--- src/include/refresh_timer_pkg.sv ---
// package: register map, field layout, keys and limits of the refresh timer
package refresh_timer_pkg;
  // =========================================================
  // register byte offsets on the wishbone slave
  localparam logic [4:0] OFS_CTRL     = 5'h00;
  localparam logic [4:0] OFS_COUNT    = 5'h04;
  localparam logic [4:0] OFS_CONST    = 5'h08;
  localparam logic [4:0] OFS_EVENTS   = 5'h0c;
  localparam logic [4:0] OFS_IRQ_STAT = 5'h10;
  localparam logic [4:0] OFS_IRQ_CLR  = 5'h14;
  localparam logic [4:0] OFS_IRQ_EN   = 5'h18;
  localparam logic [4:0] OFS_MEM_CTRL = 5'h1c;
  // =========================================================
  // timer_ctrl_status field positions
  localparam int unsigned BIT_CMF  = 7;
  localparam int unsigned BIT_COMPARE_IRQ_ENABLE = 6;
  localparam int unsigned BIT_CKS  = 3;
  localparam int unsigned BIT_OVF  = 2;
  localparam int unsigned BIT_OVERFLOW_IRQ_ENABLE = 1;
  localparam int unsigned BIT_LIMIT_SELECT = 0;
  // memory_control_reg and interrupt status fields
  localparam int unsigned BIT_REFRESH_ENABLE = 0;
  localparam int unsigned BIT_CBR  = 1;
  localparam int unsigned IRQ_CMP  = 0;
  localparam int unsigned IRQ_OVF  = 1;
  // =========================================================
  // write protection and access size
  localparam logic [7:0] KEY_BYTE  = 8'ha5;
  localparam logic [5:0] KEY_EVENT = 6'h29;
  localparam logic [3:0] SEL_HALF  = 4'h3;
  // =========================================================
  // widths, reset values and limits
  localparam int unsigned CNT_W   = 8;
  localparam int unsigned EVT_W   = 10;
  localparam logic [7:0]  CNT_RST = 8'h00;
  localparam logic [9:0]  EVT_RST = 10'h000;
  localparam logic [10:0] LIMIT_FULL = 11'h400;
  localparam logic [10:0] LIMIT_HALF = 11'h200;
  // =========================================================
  // prescaler: log2 of the divider per clock_select code
  localparam int unsigned PRESC_W = 12;
  localparam int unsigned DIV_LOG2 [8] = '{0, 2, 4, 6, 8, 10, 11, 12};
  localparam logic [2:0]  CKS_STOP = 3'h0;
endpackage : refresh_timer_pkg

--- src/include/refresh_timer_if.sv ---
// interfaces: prescaler link and register write gate link
`timescale 1ns/1ps
interface prescale_if;
  logic [2:0] clock_select;
  logic       hold;
  logic       tick;
  modport ctrl (output clock_select, hold, input tick);
  modport div  (input clock_select, hold, output tick);
endinterface : prescale_if

interface write_gate_if;
  logic        clk_sys;
  logic        rstn;
  logic [4:0]  adr;
  logic [31:0] dat;
  logic [3:0]  sel;
  logic        strobe;
  logic        wr_ctrl;
  logic        wr_count;
  logic        wr_const;
  logic        wr_events;
  logic        wr_clr;
  logic        wr_en;
  logic        wr_mem;
  modport bus  (output clk_sys, rstn, adr, dat, sel, strobe,
                input wr_ctrl, wr_count, wr_const, wr_events,
                wr_clr, wr_en, wr_mem);
  modport gate (input clk_sys, rstn, adr, dat, sel, strobe,
                output wr_ctrl, wr_count, wr_const, wr_events,
                wr_clr, wr_en, wr_mem);
endinterface : write_gate_if

--- src/rtl/bus_clock_prescaler.sv ---
// bus clock divider that makes the interval counter's count ticks
`timescale 1ns/1ps
module bus_clock_prescaler
  import refresh_timer_pkg::*;
(
  input wire logic clk_sys,
  input wire logic rstn,
  prescale_if.div  pre
);
  logic [PRESC_W-1:0] phase;
  wire  [PRESC_W-1:0] mask;

  // =========================================================
  // divider: all low bits set once per 2**n cycles
  assign mask = PRESC_W'((32'h1 << DIV_LOG2[pre.clock_select]) - 32'h1);
  assign pre.tick = (pre.clock_select != CKS_STOP) && !pre.hold
                    && ((phase & mask) == mask);

  // phase stops in standby so the count holds
  always_ff @(posedge clk_sys or negedge rstn) begin
    if (!rstn)
      phase <= '0;
    else if (!pre.hold)
      phase <= phase + PRESC_W'(1);
  end
endmodule : bus_clock_prescaler

--- src/rtl/register_write_gate.sv ---
// write gate: checks size and key before a timer register may change; interrupt and memory control need only byte lane 0
`timescale 1ns/1ps
module register_write_gate
  import refresh_timer_pkg::*;
(
  write_gate_if.gate g
);
  wire size_ok;
  wire key_byte_ok;
  wire key_event_ok;
  wire own_ok;

  // =========================================================
  // only a low halfword access passes a keyed register; keys sit above the data
  assign size_ok      = (g.sel == SEL_HALF);
  assign key_byte_ok  = (g.dat[15:8] == KEY_BYTE);
  assign key_event_ok = (g.dat[15:10] == KEY_EVENT);
  assign own_ok       = g.strobe && g.sel[0];

  // keyed registers: a bad key or size discards the write
  assign g.wr_ctrl   = g.strobe && size_ok && key_byte_ok
                       && g.adr[4:2] == OFS_CTRL[4:2];
  assign g.wr_count  = g.strobe && size_ok && key_byte_ok
                       && g.adr[4:2] == OFS_COUNT[4:2];
  assign g.wr_const  = g.strobe && size_ok && key_byte_ok
                       && g.adr[4:2] == OFS_CONST[4:2];
  assign g.wr_events = g.strobe && size_ok && key_event_ok
                       && g.adr[4:2] == OFS_EVENTS[4:2];
  // unkeyed interrupt and memory control registers
  assign g.wr_clr = own_ok && g.adr[4:2] == OFS_IRQ_CLR[4:2];
  assign g.wr_en  = own_ok && g.adr[4:2] == OFS_IRQ_EN[4:2];
  assign g.wr_mem = own_ok && g.adr[4:2] == OFS_MEM_CTRL[4:2];
endmodule : register_write_gate

--- src/rtl/dram_refresh_timer.sv ---
// refresh interval timer with wishbone registers and interrupt output
//
// Contract
// - interval counter is 8 bits, counts once per selected clock tick
// - match of counter and constant sets compare flag, clears counter
// - low 8 bits compared continuously, independent of register access
// - reset clears counter; manual reset keeps counting; standby holds it
// - refresh enabled in CBR mode starts a refresh when compare flag rises
// - reset clears interval constant; manual reset and standby keep it
// - refresh event counter is 10 bits, plus one per match
// - event counter past selected limit sets overflow flag, clears counter
// - reset clears event counter; manual reset and standby keep it
// - the four timer registers accept only 16-bit writes
// - counter, control and constant writes carry key in upper byte
// - event counter writes carry six-bit key above ten data bits
// - reads are 16-bit; undefined bit positions read zero
// - clock select: 000 stops, others divide by 4 up to 4096
// - limit select 0 gives limit 1024, 1 gives 512
// - writing 1 keeps compare flag; 0 or finished CBR refresh clears
// - interrupt when a flag is set together with its enable
`timescale 1ns/1ps
module dram_refresh_timer
  import refresh_timer_pkg::*;
(
  input  wire logic        clk_sys,
  input  wire logic        rstn,
  input  wire logic        wb_cyc_i,
  input  wire logic        wb_stb_i,
  input  wire logic        wb_we_i,
  input  wire logic [4:0]  wb_adr_i,
  input  wire logic [3:0]  wb_sel_i,
  input  wire logic [31:0] wb_dat_i,
  output logic      [31:0] wb_dat_o,
  output logic             wb_ack_o,
  input  wire logic        standby,
  input  wire logic        refresh_done,
  output logic             refresh_req,
  output logic             irq
);
  // =========================================================
  // state
  logic [CNT_W-1:0] interval_counter;
  logic [CNT_W-1:0] interval_constant;
  logic [EVT_W-1:0] refresh_event_counter;
  logic             compare_match_flag;
  logic             compare_irq_enable;
  logic [2:0]       clock_select;
  logic             overflow_flag;
  logic             overflow_irq_enable;
  logic             limit_select;
  logic [1:0]       memory_control_reg;
  logic [1:0]       irq_status;
  logic [1:0]       irq_enable;

  prescale_if   pre ();
  write_gate_if wg ();

  wire        req;
  wire        commit;
  wire        tick;
  wire        match;
  wire        match_event;
  wire [10:0] limit;
  wire        limit_hit;
  wire        ovf_event;
  wire        cbr_on;
  wire        cbr_clear;
  wire        refresh_start;
  wire        cmf_wr_clear;
  wire        ovf_wr_clear;
  wire [1:0]  irq_events;
  wire        next_irq;
  wire [15:0] ctrl_word;
  logic [31:0] next_rdata;
  logic [7:0]  next_counter;
  logic [9:0]  next_events;

  // =========================================================
  // sub blocks: divider and write gate
  assign pre.clock_select = clock_select;
  assign pre.hold         = standby;
  assign tick             = pre.tick;

  bus_clock_prescaler u_prescaler (
    .clk_sys (clk_sys),
    .rstn    (rstn),
    .pre     (pre.div)
  );

  assign wg.clk_sys = clk_sys;
  assign wg.rstn    = rstn;
  assign wg.adr    = wb_adr_i;
  assign wg.dat    = wb_dat_i;
  assign wg.sel    = wb_sel_i;
  assign wg.strobe = commit;

  register_write_gate u_write_gate (
    .g (wg.gate)
  );

  // =========================================================
  // wishbone slave: ack one cycle after request, write at ack edge
  assign req    = wb_cyc_i && wb_stb_i;
  assign commit = req && wb_we_i && wb_ack_o;

  always_ff @(posedge clk_sys or negedge rstn) begin
    if (!rstn) begin
      wb_ack_o <= 1'b0;
      wb_dat_o <= 32'h0000_0000;
    end else begin
      wb_ack_o <= req && !wb_ack_o;
      if (req && !wb_ack_o)
        wb_dat_o <= next_rdata;
    end
  end

  // read mux; every undefined bit reads zero
  assign ctrl_word = {8'h00, compare_match_flag, compare_irq_enable,
                      clock_select, overflow_flag,
                      overflow_irq_enable, limit_select};

  always_comb begin
    next_rdata = 32'h0000_0000;
    unique case (wb_adr_i[4:2])
      OFS_CTRL[4:2]:     next_rdata = {16'h0000, ctrl_word};
      OFS_COUNT[4:2]:    next_rdata = {24'h000000, interval_counter};
      OFS_CONST[4:2]:    next_rdata = {24'h000000, interval_constant};
      OFS_EVENTS[4:2]:   next_rdata = {22'h0, refresh_event_counter};
      OFS_IRQ_STAT[4:2]: next_rdata = {30'h0, irq_status};
      OFS_IRQ_EN[4:2]:   next_rdata = {30'h0, irq_enable};
      OFS_MEM_CTRL[4:2]: next_rdata = {30'h0, memory_control_reg};
      default:           next_rdata = 32'h0000_0000;  // clear reg, write only
    endcase
  end

  // =========================================================
  // compare: low 8 bits against the constant, acted on at count ticks
  assign match       = (interval_counter == interval_constant);
  assign match_event = tick && match;

  // event counter limit and overflow
  assign limit     = limit_select ? LIMIT_HALF : LIMIT_FULL;
  assign limit_hit = ({1'b0, refresh_event_counter} + 11'h001) == limit;
  assign ovf_event = match_event && limit_hit;

  // refresh request and its completion
  assign cbr_on = memory_control_reg[BIT_REFRESH_ENABLE]
                  && memory_control_reg[BIT_CBR];
  assign refresh_start = match_event && !compare_match_flag
                         && cbr_on;
  assign cbr_clear     = refresh_done && cbr_on;

  // flags clear when software writes 0 into them; compare flag also on finished CBR refresh
  assign cmf_wr_clear = wg.wr_ctrl && !wb_dat_i[BIT_CMF];
  assign ovf_wr_clear = wg.wr_ctrl && !wb_dat_i[BIT_OVF];

  assign irq_events = {ovf_event, match_event};
  assign next_irq   = (compare_match_flag && compare_irq_enable)
                      || (overflow_flag && overflow_irq_enable)
                      || (|(irq_status & irq_enable));

  // next counter values; a software write wins over counting
  always_comb begin
    next_counter = interval_counter;
    if (wg.wr_count)
      next_counter = wb_dat_i[7:0];
    else if (match_event)
      next_counter = CNT_RST;
    else if (tick)
      next_counter = interval_counter + 8'h01;
  end

  always_comb begin
    next_events = refresh_event_counter;
    if (wg.wr_events)
      next_events = wb_dat_i[9:0];
    else if (ovf_event)
      next_events = EVT_RST;
    else if (match_event)
      next_events = refresh_event_counter + 10'h001;
  end

  // =========================================================
  // counters; power-on reset clears them, otherwise they take the next values
  always_ff @(posedge clk_sys or negedge rstn) begin
    if (!rstn) begin
      interval_counter      <= CNT_RST;
      refresh_event_counter <= EVT_RST;
    end else begin
      interval_counter      <= next_counter;
      refresh_event_counter <= next_events;
    end
  end

  // interval constant
  always_ff @(posedge clk_sys or negedge rstn) begin
    if (!rstn)
      interval_constant <= CNT_RST;
    else if (wg.wr_const)
      interval_constant <= wb_dat_i[7:0];
  end

  // control/status fields; a setting event wins over a clear
  always_ff @(posedge clk_sys or negedge rstn) begin
    if (!rstn) begin
      compare_match_flag  <= 1'b0;
      overflow_flag       <= 1'b0;
      compare_irq_enable  <= 1'b0;
      clock_select        <= CKS_STOP;
      overflow_irq_enable <= 1'b0;
      limit_select        <= 1'b0;
    end else begin
      compare_match_flag <= match_event || (compare_match_flag
                            && !cmf_wr_clear && !cbr_clear);
      overflow_flag      <= ovf_event
                            || (overflow_flag && !ovf_wr_clear);
      if (wg.wr_ctrl) begin
        compare_irq_enable  <= wb_dat_i[BIT_COMPARE_IRQ_ENABLE];
        clock_select        <= wb_dat_i[BIT_CKS +: 3];
        overflow_irq_enable <= wb_dat_i[BIT_OVERFLOW_IRQ_ENABLE];
        limit_select        <= wb_dat_i[BIT_LIMIT_SELECT];
      end
    end
  end

  // memory control, interrupt status, enable and outputs
  always_ff @(posedge clk_sys or negedge rstn) begin
    if (!rstn) begin
      memory_control_reg <= 2'h0;
      irq_status         <= 2'h0;
      irq_enable         <= 2'h0;
      refresh_req        <= 1'b0;
      irq                <= 1'b0;
    end else begin
      if (wg.wr_mem)
        memory_control_reg <= wb_dat_i[1:0];
      if (wg.wr_en)
        irq_enable <= wb_dat_i[1:0];
      irq_status  <= irq_events
                     | (irq_status & ~({2{wg.wr_clr}} & wb_dat_i[1:0]));
      refresh_req <= refresh_start;
      irq         <= next_irq;
    end
  end
endmodule : dram_refresh_timer

--- config.mk ---
export PLATFORM = sky130hd
export DESIGN_NAME = dram_refresh_timer
export DESIGN_NICKNAME = d
export VERILOG_FILES = /design/src/include/refresh_timer_pkg.sv /design/src/include/refresh_timer_if.sv /design/src/rtl/bus_clock_prescaler.sv /design/src/rtl/register_write_gate.sv /design/src/rtl/dram_refresh_timer.sv
export SDC_FILE = /design/constraint.sdc
export NUM_CORES = 1
export LEC_CHECK = 0
export ABC_AREA = 1
export BUFFER_PORTS_ARGS = -buffer_cell sky130_fd_sc_hd__buf_2
export CELL_PAD_IN_SITES_DETAIL_PLACEMENT = 2
export CELL_PAD_IN_SITES_GLOBAL_PLACEMENT = 2
export CORE_AREA = 2 2 116 118
export CTS_CLUSTER_DIAMETER = 60
export CTS_CLUSTER_SIZE = 14
export DETAILED_ROUTE_END_ITERATION = 7
export DIE_AREA = 0 0 118 120
export GPL_TIMING_DRIVEN = 0
export PLACE_DENSITY = 0.86
export SYNTH_ARGS = -nofsm -noshare
export SYNTH_HDL_FRONTEND = slang
export SYNTH_SLANG_ARGS = --single-unit
--- constraint.sdc ---
create_clock -name clk_sys -period 4.6 [get_ports clk_sys]
set_input_delay 0 -clock clk_sys [delete_from_list [all_inputs] [get_ports clk_sys]]
set_output_delay 0 -clock clk_sys [all_outputs]
set_load 0.02 [all_outputs]
==> results.ini, run 1 <==
[layout]
diodes=0
layout_commonest_cell=nand2_1
area_growth_pct=19.6
largest_reg_flops=12
final_cell_mix=nand2_1, inv_1, dfrtp_1, buf_2
multi_input_area_sq_mm=0.00220
regArea_sq_mm=0.00163
drive_gt1_frac=0.192
top_regs=u_prescaler.phase x12, refresh_event_counter x10, wb_dat_o x10
fill_cells=1547
nets=696
largest_register=u_prescaler.phase

[critical_path]
arrival_ns=2.85
crit_required_ns=4.88
r2r_slack_ns=2.03
rr_endpoint=overflow_flag$_DFF_PN0_
r2r-start=clock_select[1]$_DFFE_PN0P_
end_kind=flip-flop
cp_max_fo=6
cp-start-kind=flip-flop
path_class=flip-flop to flip-flop
reg2regPathDepth=14

[place]
place_hpwl_um=10900
gpl.final_weighted_congestion=0.856
port_buffers=41

[floorplanning]
rows=42
core_sq_mm=0.0130
fp.dieH_um=120
die_x_um=118
initial_utilization=0.329
dieArea_sq_mm=0.0142
io_pins=83

[pwr]
ir_worst_vdd_mv=0.117
power_density_mw_per_mm2=290
p_leak_nw=2.64
total_power_mw=1.48

[logic_synthesis]
synth_area_per_cell_sq_um=7.66
synth_top_area_share=0.381
synth_area_leaders=dfrtp_1, nand2_1, inv_1
syn-instance-count=558
yosysWarnings=0
ys.flop_type=dfrtp_1
syn_area_sq_mm=0.00427
synth_area_leader_cell=dfrtp_1
synthDistinctLibCells=43
ys_ff_latch=65
synthArstFlopShare=1.00
yosysSeqAreaShare=0.381
synth_edf_count=0

[sta]
final.setup.tns_ns=0
worst_slew_pin_slew_ns=0.890
fin_crit_ns=2.57
period_share=0.559
setup_violations=0
slew_viol_final=0
finClkSkew_ns=0.00729
slew_headroom=0.407
fmax_ghz=0.389
hold_viol=1
rsz0062_at_grt=no
fin_hold_ws_ns=-0.00989

[detailed_routing]
wirelength_um=14200
vias=4074
firstDrtPassIters=4
drt_iter0_drc=170
viasPerCell=4.99
drc_errors=0
ant_nets=0
routedWlPerCell_um=17.4

[run_status]
status=finished with violations
violations=hold timing

[hold_path]
hold-path-endpoint=interval_counter[1]$_DFFE_PN0P_
min_from=wb_dat_i[1]
holdPathStages=3
hold_class=primary input to flip-flop

[global_route]
grt.overflow.total=0
antenna_found_initial=0
gr-usage-met3=0.0337
grt_pass1_wl_um=23800
first_global_vias=4529
grt_usage=0.215
met2_usage=0.385
grt.busiest_layer=met2
grt_max_degree=66
use_met1=0.262

[cts]
cts-resized-gates=0
insertion_delay_ns=0.34
tritoncts=built
cts_inserted_buffers=9
cts_setup_buffers=0
cts-root-buf=clkbuf_16
path_clk_slew_ns=0.06
cts.sinks=65
cts_buffer_depth=2
cts_max_level=3

[flow_run]
maxCapViolCount=0

## worst max-delay path by stage
stage	from	slack, ns	depth (start not counted)	endpoint
2_1_floorplan	clock_select[1]$_DFFE_PN0P_	2.44	16	refresh_event_counter[1]$_DFFE_PN0P_
3_3_place_gp	clock_select[0]$_DFFE_PN0P_	2.11	14	irq_status[1]$_DFF_PN0_
3_5_place_dp	clock_select[1]$_DFFE_PN0P_	2.01	16	refresh_event_counter[9]$_DFFE_PN0P_
4_1_cts	clock_select[1]$_DFFE_PN0P_	1.99	16	refresh_event_counter[9]$_DFFE_PN0P_
5_1_grt	clock_select[0]$_DFFE_PN0P_	1.80	14	irq_status[1]$_DFF_PN0_
6_report	clock_select[1]$_DFFE_PN0P_	2.03	14	overflow_flag$_DFF_PN0_
## through the flow
| step | area (sq um) | hold WS, ns | setup WS, ns | util | cells |
|---|---|---|---|---|---|
| floorplan | 4350 | -0.296 | 2.44 | - | 579 |
| global route | 5110 | 0.0174 | 1.80 | 0.394 | 817 |
| CTS | 5110 | 0.000525 | 1.99 | 0.394 | 817 |
| detailed placement | 4780 | 0.174 | 2.01 | 0.368 | 796 |
| finish | 5110 | -0.00989 | 2.03 | 0.394 | 817 |
| global placement | 4780 | 0.277 | 2.11 | 0.368 | 796 |
## layout make-up
class	count	area share
inverter	77	0.0575
sequential	65	0.318
multi-input combinational	407	0.431
tap	176	0.0431
clock inverter	1	0.000979
clock buffer	12	0.0482
buffer	30	0.0448
timing repair buffer	49	0.0563
## synth_stat cells, types with 2 or more instances
library cell  count
a21oi_1           5
a221oi_1          3
a22oi_1           4
buf_2             3
buf_4            23
buf_6             2
conb_1            2
dfrtp_1          65
ha_1              9
inv_1            74
inv_2             2
mux2_2            3
nand2_1         133
nand2_2           9
nand2_4           5
nand3_1          40
nand3_2           3
nand3b_1          2
nand4_1          20
nor2_1           38
nor2_2            4
nor2_4            2
nor3_1            7
nor3_2            3
nor4_1            3
o211ai_1          2
o21ai_0          40
o21ai_1          10
o21ai_2           5
o22ai_1           4
xnor2_1           5
xor2_1           17
## timing repair
action                                  in CTS  in global routing
endpoints found under the setup margin       0                  0
hold endpoints to repair                    76                  0
hold buffers                                 8                  0
## where the power goes
group	switching [mW]	internal (mW)
Sequential	0.0390	0.613
Clock	0.250	0.369
Combinational	0.130	0.0787
Total	0.419	1.06
## critical path, stage by stage (launching register included)
cell and delay (ns):
dfrtp_1 0.47, inv_2 0.15, ha_1 0.29, nand2_2 0.09, ha_1 0.28, inv_1 0.03, nand2_1 0.06, nand3_1 0.09
nor2_2 0.11, nand3_1 0.11, nor2_4 0.16, nand4_4 0.16, inv_1 0.22, nand3_1 0.18, nand2_1 0.10
## layer usage
| metal | share of wire | wire [um] |
|---|---|---|
| met4 | 0.018 | 261 |
| met1 | 0.44 | 6220 |
| met5 | 0 | 0 |
| met2 | 0.50 | 7170 |
| met3 | 0.039 | 549 |
## logic make-up (layout without fill, tap and decap cells)
group	count (synthesis)	in the layout	synth area share
AND/OR/NAND/NOR	276	276	0.317
buffers and inverters	107	169	0.122
AO/OA/AOI/OAI	74	74	0.0993
flip-flops	65	65	0.381
XOR/XNOR	22	22	0.0451
adder cells (fa/ha/maj)	9	9	0.0264
multiplexers	3	3	0.00791
other	2	23	0.00176
No activity file was read; power rests on OpenSTA's default activity.
==> inputs of run 2 (changes only) <==
--- a/config.mk
+++ b/config.mk
@@ -9,13 +9,13 @@
 export BUFFER_PORTS_ARGS = -buffer_cell sky130_fd_sc_hd__buf_2
 export CELL_PAD_IN_SITES_DETAIL_PLACEMENT = 2
 export CELL_PAD_IN_SITES_GLOBAL_PLACEMENT = 2
-export CORE_AREA = 2 2 116 118
+export CORE_AREA = 2 2 125 127
 export CTS_CLUSTER_DIAMETER = 60
 export CTS_CLUSTER_SIZE = 14
 export DETAILED_ROUTE_END_ITERATION = 7
-export DIE_AREA = 0 0 118 120
+export DIE_AREA = 0 0 127 129
 export GPL_TIMING_DRIVEN = 0
-export PLACE_DENSITY = 0.86
+export PLACE_DENSITY = 0.79
 export SYNTH_ARGS = -nofsm -noshare
 export SYNTH_HDL_FRONTEND = slang
 export SYNTH_SLANG_ARGS = --single-unit
==> constraint.sdc (replaced) <==
create_clock -name clk_sys -period 2.2 [get_ports clk_sys]
set_input_delay 0 -clock clk_sys [delete_from_list [all_inputs] [get_ports clk_sys]]
set_output_delay 0 -clock clk_sys [all_outputs]
set_load 0.02 [all_outputs]
==> results.ini, run 2 (synthesis results as in run 1) <==
[floorplanning]
fp.dieH_um=129  ; +7.5%
initial_utilization=0.285  ; -0.0439
rows=45  ; +7.1%
dieArea_sq_mm=0.0164  ; +16%
core_sq_mm=0.0150  ; +15%
io_pins=83  ; unchanged
die_x_um=127  ; +7.6%

[critical_path]
end_kind=flip-flop
cp_max_fo=6  ; unchanged
cpMaxStageDelayCell=dfrtp_2
crit_required_ns=2.43  ; -2.45 ns
path_class=flip-flop to flip-flop
arrival_ns=2.43  ; -0.42 ns
crit_chain=inv_4, buf_4, ha_2, nand2_2, nor2_2, nand2_4, nor2_1, nor2_2, nor2_4, nand4_4, buf_4, nand3_1, nand2_1, inv_1, nand2_1
cp-start-kind=flip-flop
slowest_delay_ns=0.43  ; -0.04 ns

[global_route]
antenna_found_initial=0  ; unchanged
grt_max_degree=66  ; unchanged
grt_usage=0.189  ; -0.0265
grt_pass1_wl_um=24000  ; +0.70%
grt.overflow.total=0  ; unchanged
first_global_vias=4606  ; +1.7%

[cts]
cts_inserted_buffers=9  ; unchanged
path_clk_slew_ns=0.05  ; about the same
cts.sinks=65  ; unchanged
tritoncts=built
cts_max_level=3  ; unchanged
cts_buffer_depth=2  ; unchanged
cts-root-buf=clkbuf_16
insertion_delay_ns=0.35  ; about the same

[sta]
finClkSkew_ns=0.00916  ; +0.00187 ns
slew_headroom=0.403  ; -0.00361
setup_violations=0  ; unchanged
slew_viol_final=0  ; unchanged
rsz0062_at_grt=yes
fmax_ghz=0.455  ; +17%
fin_crit_ns=2.20  ; -0.372 ns
period_share=0.999  ; +0.441
fin_hold_ws_ns=0.00685  ; +0.0167 ns
worst_slew_pin_slew_ns=0.895  ; +0.00541 ns
hold_viol=0  ; -1

[detailed_routing]
firstDrtPassIters=4  ; unchanged
ant_nets=0  ; unchanged
drt_iter0_drc=105  ; -38%
routedWlPerCell_um=17.2  ; -1.3%
wirelength_um=14500  ; +2.2%
drc_errors=0  ; unchanged
viasPerCell=4.80  ; -3.7%
vias=4062  ; -0.29%

[pwr]
netSwitchingFraction=0.277  ; -0.00581
pwr-share-seq=0.416  ; -0.025
p_leak_nw=2.75  ; +4.1%
ir_worst_vdd_mv=0.379  ; +220%
internal_power_mw=2.38  ; +120%
pwr-share-comb=0.138  ; -0.003
power.switching_mw=0.914  ; +120%
power_density_mw_per_mm2=609  ; +110%
clkPwrFrac=0.447  ; +0.029

[place]
place_hpwl_um=11000  ; +0.86%
gpl.final_weighted_congestion=0.802  ; -6.3%
port_buffers=41  ; unchanged
numPlacedInstances=808  ; +1.5%

[layout]
nets=711  ; +2.2%
layout_commonest_cell=nand2_1
top_regs=u_prescaler.phase x12, refresh_event_counter x10, wb_dat_o x10
largest_reg_flops=12  ; unchanged
instances_no_fill=846  ; +3.5%
final_cell_mix=nand2_1, inv_1, dfrtp_1, buf_2, o21ai_0
utilization=0.361  ; -0.0325
diodes=0  ; unchanged
largest_register=u_prescaler.phase
drive_gt1_frac=0.243  ; +0.0513
area_growth_pct=26.6

[hold_path]
hold_class=primary input to flip-flop

[flow_run]
maxCapViolCount=0  ; unchanged

[run_status]
status=complete, no violations

==> run 2: cell count changes in the layout (fill, tap and decap cells not counted), moves of 3 or more <==
cell	change
nand3_2	+8
inv_1	-3
buf_4	+11
nand3_1	-8
ha_1	-4
==> run 2: critical path, delay by kind of cell (launching register included) <==
family	cells	cell delay [ns]
adders and majority gates	1	0.20
buffers and inverters	4	0.45
and+or+nand+nor	10	0.99
DFF	1	0.43
==> run 2: metal layers <==
layer | part of all wire | wire (um) | vias up | global-route usage
li1 | - | - | 1961 | -
met1 | 0.44 | 6330 | 2029 | 0.226
met2 | 0.52 | 7510 | 52 | 0.335
met3 | 0.031 | 446 | 20 | 0.0486
met4 | 0.015 | 225 | 0 | 0.0562
met5 | 0 | 0 | - | 0
==> run 2: worst paths after layout <==
| kind | from | to | slack [ns] | depth (start not counted) |
|---|---|---|---|---|
| worst max-delay path | clock_select[0]$_DFFE_PN0P_ | refresh_event_counter[0]$_DFFE_PN0P_ | 0.002 | 15 |
| worst min-delay path | refresh_done | compare_match_flag$_DFF_PN0_ | 0.007 | 4 |
| worst max register to register | clock_select[0]$_DFFE_PN0P_ | refresh_event_counter[0]$_DFFE_PN0P_ | 0.002 | 15 |
| worst min register to register | u_prescaler.phase[11]$_DFFE_PN0N_ | u_prescaler.phase[11]$_DFFE_PN0N_ | 0.48 | 1 |
| max in group asynchronous | rstn | clock_select[0]$_DFFE_PN0P_ | 1.23 | 2 |
| min in group asynchronous | rstn | u_prescaler.phase[7]$_DFFE_PN0N_ | 0.31 | 2 |
==> run 2: layout make-up <==
| class | count | area, sq um |
|---|---|---|
| Fill cell | 1784 | 9570 |
| Multi-Input combinational cell | 407 | 2290 |
| Sequential cell | 65 | 1630 |
| Timing Repair Buffer | 64 | 427 |
| Inverter | 77 | 302 |
| Clock buffer | 12 | 256 |
| Tap cell | 188 | 235 |
| Buffer | 30 | 233 |
| Clock inverter | 3 | 40.0 |
==> run 2: power by group through the flow <==
stage	registers [mW]	clock network [mW]	logic [mW]
floorplan	1.38	0	0.265
global placement	1.38	0	0.404
detailed placement	1.39	0	0.432
CTS	1.37	1.51	0.457
global route	1.38	1.57	0.508
finish	1.37	1.47	0.453
==> run 2: stage by stage <==
stage	TNS, ns	cell area, sq um	setup slack, ns	power (mW)
after global routing	-2.32	5410	-0.147	3.46
after global placement	-5.00	4790	-0.299	1.78
after floorplan	0	4350	0.0397	1.65
after CTS	-0.00780	5360	-0.00780	3.34
final	0	5410	0.00150	3.29
after detailed placement	-6.59	4790	-0.385	1.82
==> run 2: timing repair <==
item | in CTS | in global routing
hold endpoints to repair | 79 | 0
pin swaps | 10 | 5
setup endpoints to repair | 23 | 21
gates resized for setup | 20 | 10
buffers inserted | 9 | 3
hold buffers | 10 | 0
gates cloned | 1 | 0
